## config.mk

```make
export PLATFORM = sky130hd
export DESIGN_NAME = qsd_top
export DESIGN_NICKNAME = d
export VERILOG_FILES = /design/src/verilog/qsd_pkg.sv /design/src/verilog/qsd_top.sv /design/src/verilog/qsd_rise_det.sv /design/src/verilog/qsd_sticky.sv
export SDC_FILE = /design/constraint.sdc
export NUM_CORES = 1
export LEC_CHECK = 0
export BUFFER_PORTS_ARGS = -buffer_cell sky130_fd_sc_hd__buf_2
export CAP_MARGIN = 25
export CORE_MARGIN = 1
export CORE_UTILIZATION = 43
export DETAILED_ROUTE_END_ITERATION = 12
export PLACE_DENSITY = 0.75
export SLEW_MARGIN = 20
export SYNTH_ARGS = -nofsm -noshare
export SYNTH_HDL_FRONTEND = slang
export SYNTH_HIERARCHICAL = 1
export SYNTH_SLANG_ARGS = --single-unit
```

## constraint.sdc

```tcl
create_clock -name clk_i -period 2 [get_ports clk_i]
set_input_delay 0.4 -clock clk_i [delete_from_list [all_inputs] [get_ports clk_i]]
set_output_delay 0.4 -clock clk_i [all_outputs]
set_load 0.1 [all_outputs]
```

## src/verilog/qsd_pkg.sv

```systemverilog
// package for the drive status mode bits and quick stop block
// assumes a 32-bit classic wishbone master and a 250 MHz system clock
package qsd_pkg;

    // register indices; byte address is four times the index
    localparam logic [15:0] QSD_IDX_STATUS     = 16'h6041;
    localparam logic [15:0] QSD_IDX_QS_OPTION  = 16'h605A;
    localparam logic [15:0] QSD_IDX_IRQ_STATUS = 16'h7000;
    localparam logic [15:0] QSD_IDX_IRQ_MASK   = 16'h7001;

    // field positions inside the status word
    localparam int QSD_BIT_TGT   = 10;
    localparam int QSD_BIT_OMS12 = 12;
    localparam int QSD_BIT_OMS13 = 13;

    // values after reset and the accepted option range
    localparam logic signed [15:0] QSD_QS_OPTION_RST = 16'sh0002;
    localparam logic signed [15:0] QSD_QS_OPTION_MAX = 16'sh0004;
    localparam logic [4:0]         QSD_IRQ_MASK_RST  = 5'h00;

    // interrupt event positions
    localparam int QSD_EV_TGT      = 0;
    localparam int QSD_EV_FOLLOW   = 1;
    localparam int QSD_EV_HOME_ERR = 2;
    localparam int QSD_EV_QS_DONE  = 3;
    localparam int QSD_EV_BAD_WR   = 4;
    localparam int QSD_EV_W        = 5;

    // operating mode codes as shown by the mode display
    localparam logic [7:0] QSD_MODE_PP  = 8'h01;
    localparam logic [7:0] QSD_MODE_PV  = 8'h03;
    localparam logic [7:0] QSD_MODE_PT  = 8'h04;
    localparam logic [7:0] QSD_MODE_HM  = 8'h06;
    localparam logic [7:0] QSD_MODE_IP  = 8'h07;
    localparam logic [7:0] QSD_MODE_CSP = 8'h08;
    localparam logic [7:0] QSD_MODE_CSV = 8'h09;
    localparam logic [7:0] QSD_MODE_CST = 8'h0A;

    // deceleration source handed to the motion core
    typedef enum logic [1:0] {
        QSD_DEC_NONE,
        QSD_DEC_NORMAL,
        QSD_DEC_QUICK,
        QSD_DEC_TORQUE_LIMIT
    } qsd_dec_t;

    // live axis state from the motion core
    typedef struct packed {
        logic halt;
        logic target_reached;
        logic axis_stopped;
        logic setpoint_busy;
        logic following_error;
        logic homing_active;
        logic homing_attained;
        logic homing_error;
        logic cyclic_target_enabled;
        logic speed_zero;
        logic interpolation_running_flag;
    } qsd_axis_t;

    // quick stop commands to the power stage and motion core
    typedef struct packed {
        logic     power_off;
        qsd_dec_t decel_src;
        logic     enter_sod;
    } qsd_stop_t;

endpackage

```

## src/verilog/qsd_top.sv

```systemverilog
// drive status mode bits and quick stop option handling
// wishbone slave for the option code, status and interrupt registers
// assumes mode and axis inputs are synchronous to clk_i
//
// Contract
// RL1: profile position bit 10: target reached, or axis stopped under halt.
// RL2: profile position bit 12: set point still processing or acknowledged.
// RL3: profile position bit 13: following error occurred.
// RL4: homing bits 13,12,10 encode progress, completion and error cases.
// RL5: cyclic modes bit 10: target reached; always 0 in cyclic torque.
// RL6: cyclic modes bit 12: cyclic target value enabled.
// RL7: cyclic bit 13: following error; 0 in cyclic velocity and torque.
// RL8: profile velocity: bit 10 halt rule, bit 12 speed zero, bit 13 0.
// RL9: profile torque: bit 10 halt rule, bits 12 and 13 read 0.
// RL10: option code is signed 16-bit, accepts 0 to 4, defaults to 2.
// RL11: code 0 removes motor power at once, then switch-on-disabled.
// RL12: code 1 decelerates at normal rate, then switch-on-disabled.
// RL13: code 2 decelerates at quick stop rate, then switch-on-disabled.
// RL14: code 3 decelerates at torque limit, then switch-on-disabled.
// RL15: torque modes always treat quick stop as code 0.
// RL16: interpolated position: bit 10 halt rule, bit 12 running, bit 13 0.
// RL17: controller drives halt; status bits depend on it.
// RL18: code 2 uses the separate quick stop deceleration rate.
//
// Implementation choice: register access over Wishbone.
`timescale 1ns/1ps
module qsd_top (
    // clock and reset
    input  wire logic              clk_i,
    input  wire logic              rst_i,
    // wishbone slave
    input  wire logic              cyc_i,
    input  wire logic              stb_i,
    input  wire logic              we_i,
    input  wire logic [31:0]       adr_i,
    input  wire logic [3:0]        sel_i,
    input  wire logic [31:0]       dat_i,
    output logic      [31:0]       dat_o,
    output logic                   ack_o,
    // motion core side
    input  wire logic [7:0]        mode_i,
    input  wire qsd_pkg::qsd_axis_t axis_i,
    input  wire logic              quick_stop_i,
    output logic      [15:0]       status_bits_o,
    output qsd_pkg::qsd_stop_t     stop_o,
    // interrupt
    output logic                   irq_o
);
    typedef enum logic [1:0] {
        QS_IDLE,
        QS_DECEL,
        QS_OFF
    } qsd_qs_state_t;

    logic                  ack_q;
    logic [31:0]           dat_q;
    logic signed [15:0]    qs_option_q;
    logic [4:0]            irq_mask_q;
    logic [15:0]           status_q;
    logic [15:0]           status_d;
    qsd_qs_state_t         qs_state_q;
    qsd_pkg::qsd_stop_t    stop_q;
    logic                  acc;
    logic                  wr_acc;
    logic                  rd_acc;
    logic                  hit_status;
    logic                  hit_option;
    logic                  hit_irq_st;
    logic                  hit_irq_mask;
    logic signed [15:0]    opt_wr;
    logic                  opt_bad;
    logic                  torque_mode;
    logic [2:0]            eff_code;
    logic [4:0]            ev_lvl;
    logic [4:0]            ev_rise;
    logic [4:0]            ev_set;
    logic [4:0]            ev_clr;
    logic [4:0]            ev_flags;
    logic                  halt_tgt;

    // bus decode; byte address is four times the register index
    assign acc          = cyc_i & stb_i & ~ack_q;
    assign wr_acc       = acc & we_i;
    assign rd_acc       = acc & ~we_i;
    assign hit_status   = adr_i == {14'h0000, qsd_pkg::QSD_IDX_STATUS, 2'b00};
    assign hit_option   = adr_i == {14'h0000, qsd_pkg::QSD_IDX_QS_OPTION,
                                    2'b00};
    assign hit_irq_st   = adr_i == {14'h0000, qsd_pkg::QSD_IDX_IRQ_STATUS,
                                    2'b00};
    assign hit_irq_mask = adr_i == {14'h0000, qsd_pkg::QSD_IDX_IRQ_MASK,
                                    2'b00};

    // byte lanes merged into the current option value before checking
    assign opt_wr  = {sel_i[1] ? dat_i[15:8] : qs_option_q[15:8],
                      sel_i[0] ? dat_i[7:0]  : qs_option_q[7:0]};
    assign opt_bad = (opt_wr < 16'sh0000) ||
                     (opt_wr > qsd_pkg::QSD_QS_OPTION_MAX); // RL10

    // single-wait-state ack; every address answers, unmapped reads zero
    always_ff @(posedge clk_i) begin
        if (rst_i) begin
            ack_q <= 1'b0;
        end else begin
            ack_q <= acc;
        end
    end

    // read data register
    always_ff @(posedge clk_i) begin
        if (rst_i) begin
            dat_q <= 32'h0000_0000;
        end else if (rd_acc) begin
            if (hit_status) begin
                dat_q <= {16'h0000, status_q};
            end else if (hit_option) begin
                dat_q <= {{16{qs_option_q[15]}}, qs_option_q};
            end else if (hit_irq_st) begin
                dat_q <= {27'h0000000, ev_flags};
            end else if (hit_irq_mask) begin
                dat_q <= {27'h0000000, irq_mask_q};
            end else begin
                dat_q <= 32'h0000_0000;
            end
        end
    end

    // option code; out-of-range writes keep the old value
    always_ff @(posedge clk_i) begin
        if (rst_i) begin
            qs_option_q <= qsd_pkg::QSD_QS_OPTION_RST; // RL10
        end else if (wr_acc && hit_option && !opt_bad) begin
            qs_option_q <= opt_wr; // RL10
        end
    end

    // interrupt mask
    always_ff @(posedge clk_i) begin
        if (rst_i) begin
            irq_mask_q <= qsd_pkg::QSD_IRQ_MASK_RST;
        end else if (wr_acc && hit_irq_mask && sel_i[0]) begin
            irq_mask_q <= dat_i[4:0];
        end
    end

    // halt-dependent target rule shared by several modes
    assign halt_tgt = axis_i.halt ? axis_i.axis_stopped      // RL17
                                  : axis_i.target_reached;

    // mode specific bits 10, 12 and 13
    always_comb begin
        status_d = 16'h0000;
        case (mode_i)
            qsd_pkg::QSD_MODE_PP: begin
                status_d[qsd_pkg::QSD_BIT_TGT]   = halt_tgt;  // RL1
                status_d[qsd_pkg::QSD_BIT_OMS12] =
                    axis_i.setpoint_busy;                      // RL2
                status_d[qsd_pkg::QSD_BIT_OMS13] =
                    axis_i.following_error;                    // RL3
            end
            qsd_pkg::QSD_MODE_HM: begin
                // error wins over attained, then progress
                if (axis_i.homing_error) begin
                    status_d[qsd_pkg::QSD_BIT_OMS13] = 1'b1;  // RL4
                    status_d[qsd_pkg::QSD_BIT_TGT]   =
                        axis_i.speed_zero;                     // RL4
                end else if (axis_i.homing_attained) begin
                    status_d[qsd_pkg::QSD_BIT_OMS12] = 1'b1;  // RL4
                    status_d[qsd_pkg::QSD_BIT_TGT]   =
                        axis_i.axis_stopped;                   // RL4
                end else begin
                    status_d[qsd_pkg::QSD_BIT_TGT]   =
                        ~axis_i.homing_active;                 // RL4
                end
            end
            qsd_pkg::QSD_MODE_CSP: begin
                status_d[qsd_pkg::QSD_BIT_TGT]   =
                    axis_i.target_reached;                     // RL5
                status_d[qsd_pkg::QSD_BIT_OMS12] =
                    axis_i.cyclic_target_enabled;              // RL6
                status_d[qsd_pkg::QSD_BIT_OMS13] =
                    axis_i.following_error;                    // RL7
            end
            qsd_pkg::QSD_MODE_CSV: begin
                status_d[qsd_pkg::QSD_BIT_TGT]   =
                    axis_i.target_reached;                     // RL5
                status_d[qsd_pkg::QSD_BIT_OMS12] =
                    axis_i.cyclic_target_enabled;              // RL6
            end
            qsd_pkg::QSD_MODE_CST: begin
                // target reached and following error stay 0 here
                status_d[qsd_pkg::QSD_BIT_OMS12] =
                    axis_i.cyclic_target_enabled;              // RL6
            end
            qsd_pkg::QSD_MODE_IP: begin
                status_d[qsd_pkg::QSD_BIT_TGT]   = halt_tgt;  // RL16
                status_d[qsd_pkg::QSD_BIT_OMS12] =
                    axis_i.interpolation_running_flag;         // RL16
            end
            qsd_pkg::QSD_MODE_PV: begin
                status_d[qsd_pkg::QSD_BIT_TGT]   = halt_tgt;  // RL8
                status_d[qsd_pkg::QSD_BIT_OMS12] =
                    axis_i.speed_zero;                         // RL8
            end
            qsd_pkg::QSD_MODE_PT: begin
                status_d[qsd_pkg::QSD_BIT_TGT]   = halt_tgt;  // RL9
            end
            default: begin
                status_d = 16'h0000;
            end
        endcase
    end

    // status bits registered so the output is glitch free
    always_ff @(posedge clk_i) begin
        if (rst_i) begin
            status_q <= 16'h0000;
        end else begin
            status_q <= status_d;
        end
    end

    // torque modes cannot decelerate on a ramp, so power goes off
    assign torque_mode = (mode_i == qsd_pkg::QSD_MODE_PT) ||
                         (mode_i == qsd_pkg::QSD_MODE_CST);
    assign eff_code    = torque_mode ? 3'd0 : qs_option_q[2:0]; // RL15

    // quick stop sequencer; code is sampled once when the stop starts
    always_ff @(posedge clk_i) begin
        if (rst_i) begin
            qs_state_q        <= QS_IDLE;
            stop_q.power_off  <= 1'b0;
            stop_q.decel_src  <= qsd_pkg::QSD_DEC_NONE;
            stop_q.enter_sod  <= 1'b0;
        end else begin
            stop_q.enter_sod <= 1'b0;
            case (qs_state_q)
                QS_IDLE: begin
                    if (quick_stop_i) begin
                        case (eff_code)
                            3'd0: begin
                                stop_q.power_off <= 1'b1;       // RL11
                                stop_q.enter_sod <= 1'b1;       // RL11
                                qs_state_q       <= QS_OFF;
                            end
                            3'd1: begin
                                stop_q.decel_src <=
                                    qsd_pkg::QSD_DEC_NORMAL;    // RL12
                                qs_state_q       <= QS_DECEL;
                            end
                            3'd3: begin
                                stop_q.decel_src <=
                                    qsd_pkg::QSD_DEC_TORQUE_LIMIT; // RL14
                                qs_state_q       <= QS_DECEL;
                            end
                            default: begin
                                // codes 2 and 4 use the quick stop rate
                                stop_q.decel_src <=
                                    qsd_pkg::QSD_DEC_QUICK;     // RL13 RL18
                                qs_state_q       <= QS_DECEL;
                            end
                        endcase
                    end
                end
                QS_DECEL: begin
                    if (axis_i.axis_stopped) begin
                        stop_q.decel_src <= qsd_pkg::QSD_DEC_NONE;
                        stop_q.power_off <= 1'b1;    // RL12 RL13 RL14
                        stop_q.enter_sod <= 1'b1;    // RL12 RL13 RL14
                        qs_state_q       <= QS_OFF;
                    end
                end
                QS_OFF: begin
                    // power stays off until the stop request is withdrawn
                    if (!quick_stop_i) begin
                        stop_q.power_off <= 1'b0;
                        qs_state_q       <= QS_IDLE;
                    end
                end
                default: begin
                    qs_state_q <= QS_IDLE;
                end
            endcase
        end
    end

    // interrupt events
    assign ev_lvl = {1'b0,
                     qs_state_q == QS_OFF,
                     axis_i.homing_error,
                     status_q[qsd_pkg::QSD_BIT_OMS13],
                     status_q[qsd_pkg::QSD_BIT_TGT]};

    qsd_rise_det #(
        .W (qsd_pkg::QSD_EV_W)
    ) u_rise (
        .clk_i  (clk_i),
        .rst_i  (rst_i),
        .lvl_i  (ev_lvl),
        .rise_o (ev_rise)
    );

    // rejected option writes are a pulse, not an edge
    always_comb begin
        ev_set = ev_rise;
        ev_set[qsd_pkg::QSD_EV_BAD_WR] = wr_acc & hit_option & opt_bad;
    end

    // read of the interrupt status register clears it at the acking edge
    assign ev_clr = {qsd_pkg::QSD_EV_W{rd_acc & hit_irq_st}};

    qsd_sticky #(
        .W (qsd_pkg::QSD_EV_W)
    ) u_sticky (
        .clk_i  (clk_i),
        .rst_i  (rst_i),
        .set_i  (ev_set),
        .clr_i  (ev_clr),
        .flag_o (ev_flags)
    );

    // outputs
    assign ack_o            = ack_q;
    assign dat_o            = dat_q;
    assign status_bits_o    = status_q;
    assign stop_o.power_off = stop_q.power_off;
    assign stop_o.decel_src = stop_q.decel_src;
    assign stop_o.enter_sod = stop_q.enter_sod;
    assign irq_o            = |(ev_flags & irq_mask_q);
endmodule

```

## src/verilog/qsd_rise_det.sv

```systemverilog
// rising edge detector, one bit per lane
// assumes inputs already synchronous to clk_i
`timescale 1ns/1ps
module qsd_rise_det #(
    parameter int W = 1
) (
    // clock and reset
    input  wire logic         clk_i,
    input  wire logic         rst_i,
    // level in, pulse out
    input  wire logic [W-1:0] lvl_i,
    output logic      [W-1:0] rise_o
);
    logic [W-1:0] prev_q;

    // previous level, cleared so a high level at release counts as an edge
    always_ff @(posedge clk_i) begin
        if (rst_i) begin
            prev_q <= '0;
        end else begin
            prev_q <= lvl_i;
        end
    end

    assign rise_o = lvl_i & ~prev_q;
endmodule

```

## src/verilog/qsd_sticky.sv

```systemverilog
// sticky flag bank: set wins over clear
// assumes set and clear are one-cycle pulses on clk_i
`timescale 1ns/1ps
module qsd_sticky #(
    parameter int W = 1
) (
    // clock and reset
    input  wire logic         clk_i,
    input  wire logic         rst_i,
    // set and clear strobes
    input  wire logic [W-1:0] set_i,
    input  wire logic [W-1:0] clr_i,
    output logic      [W-1:0] flag_o
);
    logic [W-1:0] flag_q;

    // an event in the clearing cycle must not be lost
    always_ff @(posedge clk_i) begin
        if (rst_i) begin
            flag_q <= '0;
        end else begin
            flag_q <= (flag_q & ~clr_i) | set_i;
        end
    end

    assign flag_o = flag_q;
endmodule

```

# Yosys cells after proc, flatten, opt, wreduce, memory -nomap -nowiden
# Index checks and enable logic that the tools add are counted.
# classes
addsub	0
shifts	0
n_mul	0
mux	29
n_div	0
bitwise_logic	16
reduce_logical	19
eq_ne	21
magnitude_cmp	2
# op_table
cell	count
$eq 32x17->1 const B	4
$mux 32	2
$eq 8x3->1 const B	3
$eq 8x4->1 const B	3
$gt 16x4->1 const B	1
$lt 16x1->1 const B	1
$mux 8	2
$pmux 2 s3	2
$and 5x5->5	2
$mux 5	2
$mux 1	9
$eq 8x1->1 const B	1
$eq 8x2->1 const B	1
$mux 2	4
$mux 4	2
$ne 2x2->1 const B	4
$and 1x1->1	7
$pmux 1 s3	2
$pmux 3 s2	1
$not 5->5	1
$or 5x5->5	1
$pmux 1 s5	1
$reduce_and 5->1	1
$reduce_or 5->1	1
other kinds (22)	29
# totals
mem_count	0
mem_bits_ro	0
ramBits	0
out_inout_bits	54
ff_bits	85
latch_bits	0

# Depth between registers and ports, before layout
# logic_depth
ltp_word	7
mapped_depth	9
ltp_nobuf	7

# Cells and area by module
# The synthesis kept the hierarchy.
# modules_own_cells
module	n_inst	cells_each	seq_area_each_um2	area_each_um2
qsd_top	1	341	940.9	2854.0
qsd_sticky	1	20	100.1	175.2
qsd_rise_det	1	15	100.1	162.7

# Worst setup path before layout
# Ideal clock, no wire load.
# synth_timing
path_type	flip-flop to flip-flop
start	register ack_q (netlist: ack_o)
end	register qs_option_q[1]
path_buffers	0
setup_time_ns	0.114
period_less_slack_ns	2.208
stages_incl_launch_ff	6
path_slack_ns	-0.208
arrival_time_ns	2.094
cell_sequence	dfxtp_1 > and4b_1 > and4_1 > and4b_1 > a31o_2 > a21o_1
# synth_via
elab_chain_cells	5
# synth_lines
element	line_no	text
start: declaration	qsd_top.sv:55	logic ack_q;
start signal: assignment	qsd_top.sv:102	ack_q <= 1'b0;
start signal: assignment	qsd_top.sv:104	ack_q <= acc;
$not 1->1	qsd_top.sv:82	assign acc = cyc_i & stb_i & ~ack_q;
$and 1x1->1	qsd_top.sv:82	
$and 1x1->1	qsd_top.sv:83	assign wr_acc = acc & we_i;
$logic_and 1x1->1 (2 in series)	qsd_top.sv:131	end else if (wr_acc && hit_option && !opt_bad) begin
end signal: assignment	qsd_top.sv:130	qs_option_q <= qsd_pkg::QSD_QS_OPTION_RST;
end signal: assignment	qsd_top.sv:132	qs_option_q <= opt_wr;
end: declaration	qsd_top.sv:57	logic signed [15:0] qs_option_q;
# No other way between the ends.
# A chain may end at the register's enable or synchronous reset.

# Worst setup path after layout
# layout_timing
start	input port adr_i[19]
end	register dat_q[1] (netlist: dat_o[1])
# layout_via
elab_chain_cells	5
word_cells_on_any_way	8
# layout_lines
element	line_no	text
start: declaration	qsd_top.sv:35	input wire logic [31:0] adr_i,
$eq 32x17->1	qsd_top.sv:90	assign hit_irq_mask = adr_i == {14'h0000, qsd_pkg::QSD_IDX_IRQ_MASK,
$mux 5	qsd_top.sv:119	end else if (hit_irq_mask) begin
$mux 5	qsd_top.sv:117	end else if (hit_irq_st) begin
$mux 32	qsd_top.sv:115	end else if (hit_option) begin
$mux 32 (*)	qsd_top.sv:113	if (hit_status) begin
end signal: assignment	qsd_top.sv:114	dat_q <= {16'h0000, status_q};
end signal: assignment	qsd_top.sv:116	dat_q <= {{16{qs_option_q[15]}}, qs_option_q};
end signal: assignment	qsd_top.sv:118	dat_q <= {27'h0000000, ev_flags};
end: declaration	qsd_top.sv:56	logic [31:0] dat_q;
# Mark *: on every way between the ends. The rest lies on a longest branch, timed or not.

==> impl_metrics.tcl <==
set metrics [dict create \
    via_per_inst 5.36 \
    place_ws_ns -0.235 \
    dp_hpwl_um 6410 \
    clk_latency_ns 0.31 \
    worstSetupPathType "input port to flip-flop" \
    core_mm2 0.00694 \
    grt_max_degree 32 \
    fp-row-count 30 \
    syn-instance-count 373 \
    nets 590 \
    area_growth_pct 27.8 \
    via_count 3170 \
    ios 147 \
    die_w_um 87.7 \
    total_power_w 0.00284 \
    cts_buffer_depth 2 \
    final.setup.worst_slack_ns 0.0447 \
    drc 0 \
    drt-initial-drc-count 140 \
    synth_area_per_cell_um2 8.47 \
    drive_gt1_share_pct 34.9 \
    fin_skew_ns 0.00661 \
    gp_congestion 0.871 \
    routedWlPerCell_um 14.0 \
    drv_slew 0 \
    internal_power_w 0.00188 \
    root_buffer "clkbuf_8" \
    antenna_found_initial 0 \
    grt-ovfl-total 0 \
    grt_usage_pct 21.4 \
    p_sw_w 0.000966 \
    switching_share_pct 34.0 \
    combPwrFrac_pct 29.5 \
    power_frac_clock_pct 28.2 \
    antenna_cells 0 \
    clk_pin_slew_worst_paths_ns 0.09 \
    stdcell_area_mm2 0.00404 \
    placed_cell_area_mm2 0.00387 \
    power_leakage_nw 1.73 \
    min_path_type "input port to flip-flop" \
    pwr_density_cell_mw_per_mm2 704 \
    cap_violations 0 \
    cts_sinks 56 \
    crit_fanout 6 \
    outcome "finished, final reports clean" \
    tns_ns 0 \
    cts_hold_buf 0 \
    port_buffers 115 \
    antenna_left 0 \
    rsz0062_at_grt "true" \
    finalCriticalPeriod_ns 1.96 \
    hold_viol 0 \
    dieArea_mm2 0.00769 \
    die_h_um 87.7 \
    routed_wl_um 8260 \
    whs_ns 0.340 \
    ys_warn_count 6 \
    syn-cell-area_mm2 0.00316 \
    max-vdd-ir-drop_mv 0.589 \
    cts-buffers-inserted 5 \
    h-tree-depth 2 \
    detail_route.first_pass.iterations 4 \
    cts_tree "done" \
    start_util_pct 45.5 \
    timing.final.crit_share_pct 97.8 \
    crit_arrival_ns 2.17 \
    grt_pass1_vias 2921 \
    p_seq_share_pct 42.3 \
    setup.worst_path.start_class "input port" \
    crit_required_ns 2.22 \
    grt_pass1_wl_um 13000 \
    fmax_mhz 511 \
    setup_viol 0 \
    critPathCaptureType "flip-flop" \
]
layout by cell type, fill, tap and decap left out, types with 4 or more instances in the layout:
master    instances
buf_2           115
dfxtp_1          53
nand2_1          32
buf_4            32
a21oi_1          26
nor2_1           23
nor3b_1          19
nand4_1          13
conb_1           13
inv_1            12
nand3_1          12
nor2b_1          12
mux2i_1          11
nor3_1           11
a211oi_1         11
nand2b_1          8
o31a_1            7
clkbuf_8          7
nand4b_1          5
a31oi_1           4
nor4b_1           4
final cells by class:
class	instances	area (um^2)
clock inverters	1	30.0
repair buffers	149	856
inverters	12	45.0
fillers	620	2910
flip-flops and latches	56	1120
clock buffers	7	96.3
multi-input cells	270	1760
well taps	96	120
state kept, by name (all words and copies together) (netlist names):
signal and cells:
status_bits_o 3, u_sticky/flag_o 5, u_rise/prev_q 4, qs_state_q 2, qs_option_q 16, ack_o 1, dat_o 16, stop_o 4
irq_mask_q 5
per-layer routing:
layer / GRT usage, % / routed length [um]
met5: 0 / 0
met4: 5.66 / 90
met3: 2.92 / 452
met2: 39.7 / 4150
met1: 25.7 / 3560
critical path, stage by stage:
cell and delay [ns]:
buf_2 0.10, or4_4 0.56, nor4_4 0.32, nand3_2 0.23, o31a_1 0.34, a211oi_1 0.23
per-stage QoR:
stage,instances,utilization (%)
floorplan,385,-
global placement,581,55.7
global route,591,58.1
detailed placement,581,55.7
CTS,589,57.7
finish,591,58.1
final timing paths:
kind / start / to / slack (ns) / cells after the start
min: axis_i[3] / u_rise/prev_q[2]$_SDFF_PP0_ / 0.34 / 2
max: adr_i[19] / dat_o[1]$_SDFFE_PP0P_ / 0.04 / 6
min reg2reg: ack_o$_SDFF_PP0_ / ack_o$_SDFF_PP0_ / 0.44 / 1
max reg2reg: qs_option_q[13]$_SDFFE_PP0P_ / qs_option_q[14]$_SDFFE_PP0P_ / 0.07 / 6
power groups by stage:
stage	Combinational, W	Clock (W)	Sequential [W]
2_1_floorplan	0.000488	0	0.00138
3_3_place_gp	0.000808	0	0.00123
3_5_place_dp	0.000830	0	0.00123
4_1_cts	0.000834	0.000815	0.00120
5_1_grt	0.000903	0.000855	0.00121
6_report	0.000838	0.000802	0.00120
repair_timing:
item                       4_1_cts  5_1_grt
gates resized for setup          1        5
pin swaps                        0        6
setup endpoints to repair       13       15
setup buffers                    0        2
No activity file was read; power rests on OpenSTA's default activity.
